[src/inc/cci_map.vh]
// register map, field positions, codes and timing for the chassis command interpreter
`ifndef CCI_MAP_VH
`define CCI_MAP_VH

// register byte offsets
`define CCI_REG_CTRL      6'h00
`define CCI_REG_REQ       6'h04
`define CCI_REG_REQ_EXT   6'h08
`define CCI_REG_STATUS    6'h0C
`define CCI_REG_RESP_LO   6'h10
`define CCI_REG_RESP_HI   6'h14
`define CCI_REG_ADDR_CFG  6'h18
`define CCI_REG_ID_CFG    6'h1C

// control bits
`define CCI_CTRL_START    0
`define CCI_CTRL_CLR_DONE 1

// reset values
`define CCI_RST_REQ       32'h00000000
`define CCI_RST_REQ_EXT   32'h00000000
`define CCI_RST_ADDR_CFG  32'h20202020
`define CCI_RST_ID_CFG    32'h0F002020
`define CCI_CAP_MASK      8'h0F

// network functions and logical unit
`define CCI_NETFN_CHASSIS 6'h00
`define CCI_NETFN_SENSOR  6'h04
`define CCI_LUN_ZERO      2'h0

// chassis class command codes
`define CCI_CMD_GET_CAPS  8'h00
`define CCI_CMD_CTRL      8'h02
`define CCI_CMD_IDENTIFY  8'h04
`define CCI_CMD_RST_CAUSE 8'h07
`define CCI_CMD_SET_BOOT  8'h08
`define CCI_CMD_GET_BOOT  8'h09

// sensor/event class command codes
`define CCI_CMD_SET_EVRX  8'h00
`define CCI_CMD_GET_EVRX  8'h01
`define CCI_CMD_EVF_FIRST 8'h10
`define CCI_CMD_EVF_ARM   8'h11
`define CCI_CMD_EVF_SETID 8'h14
`define CCI_CMD_EVF_GETID 8'h15
`define CCI_CMD_EVF_LAST  8'h17

// chassis control actions
`define CCI_ACT_PWR_DOWN  3'h0
`define CCI_ACT_PWR_UP    3'h1
`define CCI_ACT_PWR_CYCLE 3'h2
`define CCI_ACT_HARD_RST  3'h3
`define CCI_ACT_DIAG_INT  3'h4
`define CCI_ACT_SOFT_OFF  3'h5

// completion codes
`define CCI_CC_OK         8'h00
`define CCI_CC_BAD_PARAM  8'h80
`define CCI_CC_BUSY       8'hC0
`define CCI_CC_INV_CMD    8'hC1
`define CCI_CC_BAD_FIELD  8'hCC

// boot options
`define CCI_BOOT_LAST_SEL 7'h07
`define CCI_BOOT_VERSION  8'h01
`define CCI_CAUSE_CHASSIS 8'h01
`define CCI_CAUSE_UNKNOWN 8'h00

// identify
`define CCI_ID_DEF_SEC    8'h0F

// timing: clock period and pulse widths
`define CCI_CLK_NS        10
`define CCI_RESET_PULSE_NS 1000
`define CCI_DIAG_PULSE_NS  1000
`define CCI_CYCLE_OFF_MS   1000
`define CCI_SECOND_MS      1000

`endif

[src/cci_power_seq.v]
// power, reset and diagnostic interrupt sequencer for chassis control actions
`timescale 1ns/10ps
`include "cci_map.vh"

module cci_power_seq #(
	parameter CYCLE_OFF_CYC = (`CCI_CYCLE_OFF_MS * 1000000) / `CCI_CLK_NS
) (
	// clock and reset
	input  wire       mclk_i,
	input  wire       resetn_i,
	// action request
	input  wire       act_valid_i,
	input  wire [2:0] act_code_i,
	input  wire       power_on_i,
	// controls
	output reg        sys_power_o,
	output reg        sys_reset_o,
	output reg        diag_int_o,
	output reg        soft_off_req_o,
	output wire       busy_o
);
	localparam RESET_CYC = (`CCI_RESET_PULSE_NS + `CCI_CLK_NS - 1) / `CCI_CLK_NS;
	localparam DIAG_CYC  = (`CCI_DIAG_PULSE_NS + `CCI_CLK_NS - 1) / `CCI_CLK_NS;
	localparam S_IDLE    = 2'h0;
	localparam S_OFF     = 2'h1;
	localparam S_PULSE   = 2'h2;

	reg [1:0]  state;
	reg [31:0] count;

	assign busy_o = (state != S_IDLE);

	// action execution; power state comes from the sampled power-good level
	always @(posedge mclk_i or negedge resetn_i) begin
		if (!resetn_i) begin
			state          <= S_IDLE;
			count          <= 32'h00000000;
			sys_power_o    <= 1'b0;
			sys_reset_o    <= 1'b0;
			diag_int_o     <= 1'b0;
			soft_off_req_o <= 1'b0;
		end else begin
			soft_off_req_o <= 1'b0;
			case (state)
			S_IDLE: begin
				if (act_valid_i) begin
					case (act_code_i)
					// RL7 power down
					`CCI_ACT_PWR_DOWN: begin
						if (power_on_i)
							sys_power_o <= 1'b0;
					end
					// RL8 power up
					`CCI_ACT_PWR_UP: begin
						if (!power_on_i)
							sys_power_o <= 1'b1;
					end
					// RL9 off then on
					`CCI_ACT_PWR_CYCLE: begin
						if (power_on_i) begin
							sys_power_o <= 1'b0;
							count       <= CYCLE_OFF_CYC - 1;
							state       <= S_OFF;
						end
					end
					// RL10 reset when on
					`CCI_ACT_HARD_RST: begin
						if (power_on_i) begin
							sys_reset_o <= 1'b1;
							count       <= RESET_CYC - 1;
							state       <= S_PULSE;
						end
					end
					// RL11 diag when on
					`CCI_ACT_DIAG_INT: begin
						if (power_on_i) begin
							diag_int_o <= 1'b1;
							count      <= DIAG_CYC - 1;
							state      <= S_PULSE;
						end
					end
					// RL6 os agent shutdown
					`CCI_ACT_SOFT_OFF: begin
						soft_off_req_o <= 1'b1;
					end
					default: begin
					end
					endcase
				end
			end
			S_OFF: begin
				if (count == 32'h00000000) begin
					sys_power_o <= 1'b1;
					state       <= S_IDLE;
				end else
					count <= count - 32'h00000001;
			end
			S_PULSE: begin
				if (count == 32'h00000000) begin
					sys_reset_o <= 1'b0;
					diag_int_o  <= 1'b0;
					state       <= S_IDLE;
				end else
					count <= count - 32'h00000001;
			end
			default: state <= S_IDLE;
			endcase
		end
	end
endmodule // cci_power_seq

[src/cci_chassis_cmd.v]
// chassis command interpreter: avalon register file, command decoder and responses
// Functional notes
// RL1: decode only requests to logical unit zero, dispatch on command code byte
// RL2: capabilities query answers completion code then capability flag byte
// RL3: flags: bit3 interlock, bit2 diag interrupt, bit1 secure, bit0 intrusion, 7:4 zero
// RL4: capability bytes three to seven carry the five device addresses in order
// RL5: control actions 0 down, 1 up, 2 cycle, 3 hard reset
// RL6: action 4 pulses diag interrupt, action 5 requests os agent shutdown
// RL7: power down removes power only when power is on
// RL8: power up applies power only when power is off
// RL9: power cycle drops then restores power only when power is on
// RL10: hard reset acts only while power is on
// RL11: diag interrupt pulse acts only while power is on
// RL12: identify supports forced-on as well as timed identify
// RL13: accept restart cause query, set boot options and get boot options
// RL14: boot option selectors 0 to 7 are stored and returned
// RL15: set event receiver is not implemented
// RL16: get event receiver returns own address and logical unit
// RL17: accept event filtering codes 10h to 17h
// RL18: unsupported codes answer invalid command with no data bytes
// RL19: sample power-good before executing any control action
`timescale 1ns/10ps
`include "cci_map.vh"

module cci_chassis_cmd #(
	parameter CYCLE_OFF_CYC = (`CCI_CYCLE_OFF_MS * 1000000) / `CCI_CLK_NS,
	parameter SECOND_CYC    = (`CCI_SECOND_MS * 1000000) / `CCI_CLK_NS
) (
	// clock and reset
	input  wire        mclk_i,
	input  wire        resetn_i,
	// avalon-mm slave
	input  wire [5:0]  avs_address_i,
	input  wire        avs_read_i,
	input  wire        avs_write_i,
	input  wire [31:0] avs_writedata_i,
	input  wire [3:0]  avs_byteenable_i,
	output reg  [31:0] avs_readdata_o,
	output wire        avs_waitrequest_o,
	// system side
	input  wire        power_good_i,
	output wire        sys_power_o,
	output wire        sys_reset_o,
	output wire        front_panel_diag_interrupt_o,
	output wire        soft_off_req_o,
	output wire        identify_o
);
	reg         ack;
	reg  [31:0] req;
	reg  [31:0] req_ext;
	reg  [31:0] addr_cfg;
	reg  [31:0] id_cfg;
	reg         pending;
	reg         done;
	reg         power_on;
	reg  [63:0] resp;
	reg  [3:0]  resp_len;
	reg  [63:0] boot_opt;
	reg  [7:0]  restart_cause;
	reg  [15:0] last_event_id;
	reg  [7:0]  postpone;
	reg         id_force;
	reg  [7:0]  id_sec;
	reg  [31:0] id_pre;
	reg  [63:0] next_resp;
	reg  [3:0]  next_len;
	reg         next_act;
	wire        seq_busy;
	wire        acc;
	wire        wr;
	wire [7:0]  cmd   = req[7:0];
	wire [5:0]  netfn = req[13:8];
	wire [1:0]  logical_unit_number   = req[15:14];
	wire [7:0]  d1    = req[23:16];
	wire [7:0]  d2    = req[31:24];
	wire [3:0]  len   = req_ext[11:8];
	wire [7:0]  caps  = id_cfg[31:24] & `CCI_CAP_MASK;

	// byte-lane merge for register writes
	function [31:0] merge;
		input [31:0] old;
		input [31:0] data;
		input [3:0]  be;
		integer i;
		begin
			merge = old;
			for (i = 0; i < 4; i = i + 1)
				if (be[i])
					merge[i*8 +: 8] = data[i*8 +: 8];
		end
	endfunction

	// one wait state per access keeps the read mux off the critical path
	assign avs_waitrequest_o = (avs_read_i | avs_write_i) & ~ack;
	assign acc = (avs_read_i | avs_write_i) & ack;
	assign wr  = avs_write_i & ack;
	assign identify_o = id_force | (id_sec != 8'h00);

	always @(posedge mclk_i or negedge resetn_i) begin
		if (!resetn_i)
			ack <= 1'b0;
		else
			ack <= (avs_read_i | avs_write_i) & ~ack;
	end

	// read data; unmapped offsets read zero
	always @(posedge mclk_i or negedge resetn_i) begin
		if (!resetn_i)
			avs_readdata_o <= 32'h00000000;
		else if ((avs_read_i & ~ack)) begin
			case (avs_address_i & 6'h3C)
			`CCI_REG_REQ:      avs_readdata_o <= req;
			`CCI_REG_REQ_EXT:  avs_readdata_o <= req_ext;
			`CCI_REG_STATUS:   avs_readdata_o <= {8'h00, restart_cause, 4'h0, resp_len,
				3'h0, identify_o, sys_power_o, power_on, done, pending | seq_busy};
			`CCI_REG_RESP_LO:  avs_readdata_o <= resp[31:0];
			`CCI_REG_RESP_HI:  avs_readdata_o <= resp[63:32];
			`CCI_REG_ADDR_CFG: avs_readdata_o <= addr_cfg;
			`CCI_REG_ID_CFG:   avs_readdata_o <= {caps, 6'h00, id_cfg[17:0]};
			default:           avs_readdata_o <= 32'h00000000;
			endcase
		end
	end

	// software-written registers, start and done handshake
	always @(posedge mclk_i or negedge resetn_i) begin
		if (!resetn_i) begin
			req      <= `CCI_RST_REQ;
			req_ext  <= `CCI_RST_REQ_EXT;
			addr_cfg <= `CCI_RST_ADDR_CFG;
			id_cfg   <= `CCI_RST_ID_CFG;
			pending  <= 1'b0;
			done     <= 1'b0;
		end else begin
			pending <= 1'b0;
			if (wr && !pending) begin
				case (avs_address_i & 6'h3C)
				`CCI_REG_REQ:      req <= merge(req, avs_writedata_i, avs_byteenable_i);
				`CCI_REG_REQ_EXT:  req_ext <= merge(req_ext, avs_writedata_i, avs_byteenable_i);
				`CCI_REG_ADDR_CFG: addr_cfg <= merge(addr_cfg, avs_writedata_i, avs_byteenable_i);
				`CCI_REG_ID_CFG:   id_cfg <= merge(id_cfg, avs_writedata_i, avs_byteenable_i);
				default: begin
				end
				endcase
			end
			// a start while the previous start is still pending is ignored
			if (wr && avs_address_i[5:2] == (`CCI_REG_CTRL >> 2) && avs_byteenable_i[0]
				&& avs_writedata_i[`CCI_CTRL_START] && !pending)
				pending <= 1'b1;
			// completion sets done; set wins over a clear in the same cycle
			if (pending)
				done <= 1'b1;
			else if (wr && avs_address_i[5:2] == (`CCI_REG_CTRL >> 2) && avs_byteenable_i[0]
				&& avs_writedata_i[`CCI_CTRL_CLR_DONE])
				done <= 1'b0;
		end
	end

	// command decode: builds the response bytes and length
	always @* begin
		next_resp = 64'h0000000000000000;
		next_len  = 4'h1;
		next_act  = 1'b0;
		next_resp[7:0] = `CCI_CC_INV_CMD;
		// RL1 lun zero only
		if (logical_unit_number == `CCI_LUN_ZERO && netfn == `CCI_NETFN_CHASSIS) begin
			case (cmd)
			// RL2 capabilities
			`CCI_CMD_GET_CAPS: begin
				next_resp[7:0] = `CCI_CC_OK;
				// RL3 capability flags
				next_resp[15:8] = caps;
				// RL4 address bytes
				next_resp[47:16] = addr_cfg;
				next_resp[55:48] = id_cfg[7:0];
				next_len = 4'h7;
			end
			// RL5 control actions
			`CCI_CMD_CTRL: begin
				if (d1 > {5'h00, `CCI_ACT_SOFT_OFF})
					next_resp[7:0] = `CCI_CC_BAD_FIELD;
				else if (seq_busy)
					next_resp[7:0] = `CCI_CC_BUSY;
				else begin
					next_resp[7:0] = `CCI_CC_OK;
					next_act = 1'b1;
				end
			end
			`CCI_CMD_IDENTIFY: next_resp[7:0] = `CCI_CC_OK;
			// RL13 restart cause
			`CCI_CMD_RST_CAUSE: begin
				next_resp[7:0]  = `CCI_CC_OK;
				next_resp[15:8] = restart_cause;
				next_len = 4'h3;
			end
			// RL14 boot selectors
			`CCI_CMD_SET_BOOT: begin
				next_resp[7:0] = (d1[6:0] > `CCI_BOOT_LAST_SEL) ? `CCI_CC_BAD_PARAM : `CCI_CC_OK;
			end
			`CCI_CMD_GET_BOOT: begin
				if (d1[6:0] > `CCI_BOOT_LAST_SEL)
					next_resp[7:0] = `CCI_CC_BAD_PARAM;
				else begin
					next_resp[7:0]   = `CCI_CC_OK;
					next_resp[15:8]  = `CCI_BOOT_VERSION;
					next_resp[23:16] = {1'b0, d1[6:0]};
					next_resp[31:24] = boot_opt[d1[2:0]*8 +: 8];
					next_len = 4'h4;
				end
			end
			// RL18 unsupported code
			default: next_resp[7:0] = `CCI_CC_INV_CMD;
			endcase
		end else if (logical_unit_number == `CCI_LUN_ZERO && netfn == `CCI_NETFN_SENSOR) begin
			// RL15 no event generator
			if (cmd == `CCI_CMD_SET_EVRX)
				next_resp[7:0] = `CCI_CC_INV_CMD;
			// RL16 own address
			else if (cmd == `CCI_CMD_GET_EVRX) begin
				next_resp[7:0]   = `CCI_CC_OK;
				next_resp[15:8]  = id_cfg[15:8];
				next_resp[23:16] = {6'h00, id_cfg[17:16]};
				next_len = 4'h3;
			// RL17 filtering codes
			end else if (cmd >= `CCI_CMD_EVF_FIRST && cmd <= `CCI_CMD_EVF_LAST) begin
				next_resp[7:0] = `CCI_CC_OK;
				if (cmd == `CCI_CMD_EVF_ARM) begin
					next_resp[15:8] = d1;
					next_len = 4'h2;
				end else if (cmd == `CCI_CMD_EVF_GETID) begin
					next_resp[23:8] = last_event_id;
					next_len = 4'h3;
				end
			end
		end
	end

	// response capture and command side effects
	always @(posedge mclk_i or negedge resetn_i) begin
		if (!resetn_i) begin
			resp          <= 64'h0000000000000000;
			resp_len      <= 4'h0;
			boot_opt      <= 64'h0000000000000000;
			restart_cause <= `CCI_CAUSE_UNKNOWN;
			last_event_id <= 16'h0000;
			postpone      <= 8'h00;
			power_on      <= 1'b0;
		end else begin
			// RL19 sample power-good
			power_on <= power_good_i;
			if (pending) begin
				resp     <= next_resp;
				resp_len <= next_len;
				if (netfn == `CCI_NETFN_SENSOR && next_resp[7:0] == `CCI_CC_OK) begin
					if (cmd == `CCI_CMD_EVF_SETID)
						last_event_id <= {d2, d1};
					if (cmd == `CCI_CMD_EVF_ARM)
						postpone <= d1;
				end
				if (netfn == `CCI_NETFN_CHASSIS && next_resp[7:0] == `CCI_CC_OK) begin
					// RL14 store option
					if (cmd == `CCI_CMD_SET_BOOT)
						boot_opt[d1[2:0]*8 +: 8] <= d2;
					if (next_act && d1[2:0] != `CCI_ACT_SOFT_OFF)
						restart_cause <= `CCI_CAUSE_CHASSIS;
				end
			end
		end
	end

	// identify: forced on, or timed in whole seconds
	always @(posedge mclk_i or negedge resetn_i) begin
		if (!resetn_i) begin
			id_force <= 1'b0;
			id_sec   <= 8'h00;
			id_pre   <= 32'h00000000;
		end else if (pending && netfn == `CCI_NETFN_CHASSIS && logical_unit_number == `CCI_LUN_ZERO
			&& cmd == `CCI_CMD_IDENTIFY) begin
			// RL12 forced-on option
			id_force <= (len >= 4'h2) && d2[0];
			id_sec   <= (len >= 4'h1) ? d1 : `CCI_ID_DEF_SEC;
			id_pre   <= 32'h00000000;
		end else if (id_sec != 8'h00) begin
			if (id_pre == SECOND_CYC - 1) begin
				id_pre <= 32'h00000000;
				id_sec <= id_sec - 8'h01;
			end else
				id_pre <= id_pre + 32'h00000001;
		end
	end

	// RL5 action dispatch
	cci_power_seq #(
		.CYCLE_OFF_CYC (CYCLE_OFF_CYC)
	) u_seq (
		.mclk_i         (mclk_i),
		.resetn_i       (resetn_i),
		.act_valid_i    (pending & next_act),
		.act_code_i     (d1[2:0]),
		.power_on_i     (power_on),
		.sys_power_o    (sys_power_o),
		.sys_reset_o    (sys_reset_o),
		.diag_int_o     (front_panel_diag_interrupt_o),
		.soft_off_req_o (soft_off_req_o),
		.busy_o         (seq_busy)
	);
endmodule // cci_chassis_cmd

[config.mk]
export PLATFORM = sky130hd
export DESIGN_NAME = cci_chassis_cmd
export DESIGN_NICKNAME = d
export VERILOG_FILES = /design/src/cci_power_seq.v /design/src/cci_chassis_cmd.v
export VERILOG_INCLUDE_DIRS = /design/src /design/src/inc
export SDC_FILE = /design/constraint.sdc
export NUM_CORES = 1
export LEC_CHECK = 0
export BUFFER_PORTS_ARGS = -buffer_cell sky130_fd_sc_hd__buf_2
export CORE_ASPECT_RATIO = 0.5
export CORE_UTILIZATION = 50
export CTS_CLUSTER_SIZE = 28
export DETAILED_ROUTE_END_ITERATION = 12
export GPL_TIMING_DRIVEN = 0
export HOLD_SLACK_MARGIN = 0.06
export PLACE_DENSITY = 0.74
export SYNTH_ARGS = -nofsm -noshare
export SYNTH_HDL_FRONTEND = slang
export SYNTH_SLANG_ARGS = --single-unit
export TNS_END_PERCENT = 100
[constraint.sdc]
create_clock -name mclk_i -period 2.82 [get_ports mclk_i]
set_input_delay 0.141 -clock mclk_i [delete_from_list [all_inputs] [get_ports mclk_i]]
set_output_delay 0.141 -clock mclk_i [all_outputs]
set_load 0.03 [all_outputs]
==> impl_metrics.csv <==
group,metric,value,unit
min_path,hold_path_class,"input pin to flop",
pwr,seq_power_share,44.8,%
final_layout,antennaDiodeCount,0,
placement,place_ws,-0.740,ns
clock_tree,clkTransAtPathRegs,0.07,ns
drt,detail_route.vias_per_cell,6.51,
sta,hold_viol_final,0,
pwr,internal-power,9.52,mW
setup_path,crit_arrival,3.26,ns
global_routing,grt_max_degree,122,
status,status,"finished, violations left",
synthesis,yosysWarningCount,0,
pwr,ir_drop,0.341,mV
sta,fin_crit,2.84,ns
drt,drc,0,
global_routing,overflow,0,
floorplanning,core-area,34900,um^2
final_layout,final_cell_mix,"dfrtp_1 (357), nand2_1 (198), mux2_2 (151)",
placement,numPortBuffers,78,
global_routing,antenna_found_initial,1,
final_layout,area_delta_synth_final,19.2,%
drt,vias,15294,
status,failed_checks,"negative setup slack",
synthesis,yosys.area.top_type,"dfrtp_1",
setup_path,reg2reg_depth,8,
setup_path,worstSetupPathType,"flop to flop",
setup_path,endpoint_kind,"flop",
sta,fin_crit_sh,101,%
sta,slew_viol_final,0,
pwr,pwr_density_cell,623,nW/um^2
sta,slew_headroom,26.4,%
pwr,p_switching,3.83,mW
pwr,swShare,28.7,%
synthesis,synth_nets,1729,
setup_path,path_max_fanout,10,
setup_path,reg2reg_slack,-0.02,ns
setup_path,cp.required,3.23,ns
synthesis,synth_area_leaders,"dfrtp_1 (50%), mux2_2 (9.5%), nand2_1 (4.2%)",
setup_path,reg2reg_from,"req[6]",
synthesis,synth_area,18000,um^2
clock_tree,cts_tree,"yes",
final_layout,drive_gt1_share,24.1,%
floorplanning,die_y,136,um
sta,rsz0062_at_grt,"true",
setup_path,timing.critical_path.from,"req[6]",
setup_path,startpoint_type,"flop",
placement,place.gp.congestion,1.01,
placement,dpl.hpwl,38.7,mm
floorplanning,fp.dieW,270,um
drt,wl,57.9,mm
global_routing,grt_pass1_wl,88.2,mm
sta,setup_viol,7,
synthesis,ys_seq_area_share,51.5,%
drt,ant_nets,0,
sta,fin_skew,0.0219,ns
clock_tree,numCtsBuffers,35,
global_routing,grt_pass1_vias,14822,
pwr,power.share.clock,40.1,%
clock_tree,clk_path_buf_depth,3,
synthesis,ys.flop_type,"dfrtp_1",
synthesis,synth.avg_cell_area,10.8,um^2
floorplanning,ioPinCount,85,
clock_tree,root_buffer,"clkbuf_16",
drt,wire_per_inst,24.6,um
sta,max_freq,352,MHz
sta,hold_slack,0.136,ns
pwr,p_leak,9.57,nW
floorplanning,rows,48,
final_layout,finalNetCount,1909,
flow_run,cap_violations,0,
clock_tree,clk_latency,0.55,ns
synthesis,synth_edf_count,0,
sta,setup_ws,-0.0211,ns
drt,first_pass_iters,7,
floorplanning,start_util,51.5,%
synthesis,async_flop_share,100,%
synthesis,syn_inst,1669,
sta,tightestPinTransition,1.10,ns
synthesis,synth.distinct_cells,87,
synthesis,yosysTopAreaCellShare,50.0,%
floorplanning,die_area,36700,um^2
synthesis,synth_seq_cells,369,
clock_tree,cts.sinks,369,
min_path,hold-path-cell-count,4,
clock_tree,htree_levels,2,
pwr,combPwrFrac,15.1,%
drt,drtIter0Drc,1940,
global_routing,grtUsageTotal,31.4,%
min_path,hold_path_startpoint,"avs_byteenable_i[0]",
final_layout,final_common_cell,"dfrtp_1",
## layout make-up
cell class / instances / area [um^2]
Sequential cell: 369 / 9250
Tap cell: 475 / 594
Multi-Input combinational cell: 1187 / 8660
Clock buffer: 49 / 1020
Buffer: 83 / 389
Inverter: 21 / 80.1
Fill cell: 2696 / 13500
Clock inverter: 14 / 264
Timing Repair Buffer: 152 / 1160
## cell usage after synthesis, types with 11 or more instances
cell type,instances
o2bb2ai_1,36
ha_1,13
nand4_1,31
xor2_1,17
nor3_1,32
a222oi_1,18
nor2b_1,13
a22oi_1,72
clkbuf_1,77
mux4_2,16
a22o_1,33
mux2_2,152
o21ai_0,95
nor2_1,116
nand2_1,200
a21oi_1,48
a31oi_1,11
nand3_1,48
inv_1,20
and3_1,11
or4_1,14
or3_1,20
nor4_1,20
mux2i_1,14
dfrtp_1,359
## power by group through the flow
stage	Combinational (mW)	Sequential, mW	Clock (mW)
floorplan	1.06	5.92	0
global placement	1.64	6.04	0
detailed placement	1.68	6.04	0
CTS	1.84	5.95	5.38
global route	2.12	6.00	5.58
finish	2.01	5.98	5.36
## worst max-delay path: stages (launching register included)
cell and delay (ns):
dfrtp_2 0.42, or4_4 0.61, nor3_4 0.27, o2111a_1 0.27, buf_6 0.22, o21ai_2 0.15, nor2_4 0.19, buf_4 0.21
mux2_2 0.35
## per-layer routing
metal | vias up | track usage [%] | routed length (um)
li1 | 6617 | - | -
met1 | 7706 | 43.5 | 23800
met2 | 789 | 47.0 | 25600
met3 | 180 | 8.28 | 6030
met4 | 2 | 13.1 | 2440
met5 | - | 0 | 11
## cell families after synthesis
logic type	after synthesis	synth area share, %
and+or+nand+nor	579	16.1
AOI/OAI and AO/OA	388	15.4
DFF	369	51.5
muxes	182	12.3
buffers and inverters	113	2.51
xor gates and xnor gates	25	1.22
adders and majority gates	13	0.906
## per-stage QoR
stage | total power, mW | instances | util (%) | area, um^2 | TNS (ns)
finish | 13.4 | 2350 | 61.4 | 21400 | -0.0462
global route | 13.7 | 2350 | 61.4 | 21400 | -0.831
CTS | 13.2 | 2338 | 60.5 | 21100 | -0.0521
detailed placement | 7.72 | 2225 | 54.6 | 19000 | -79.12
global placement | 7.68 | 2222 | 54.3 | 18900 | -2101.17
floorplan | 6.98 | 1669 | - | 18000 | 0
## final timing paths
path,to
hold reg to reg,ack
hold / removal,done
max in group asynchronous,boot_opt[1]
setup reg to reg,last_event_id[3]
setup / recovery,last_event_id[3]
min in group asynchronous,id_sec[5]
## what timing repair did
| action | 4_1_cts | 5_1_grt |
|---|---|---|
| endpoints found under the setup margin | 192 | 156 |
| setup buffers | 18 | 15 |
| resized for setup | 72 | 68 |
| endpoints found under the hold margin | 262 | 0 |
| hold buffers | 38 | 0 |
| cloned | 0 | 0 |
| pin swaps | 12 | 7 |
## state kept, by name (all words and copies together), names as in the netlist, 3 cells and up
name / flops
id_sec: 8
resp_len: 3
req_ext: 32
u_seq.count: 32
id_pre: 32
addr_cfg: 32
resp: 52
avs_readdata_o: 32
last_event_id: 16
req: 32
id_cfg: 22
boot_opt: 64
(Power assumes the default switching activity.)
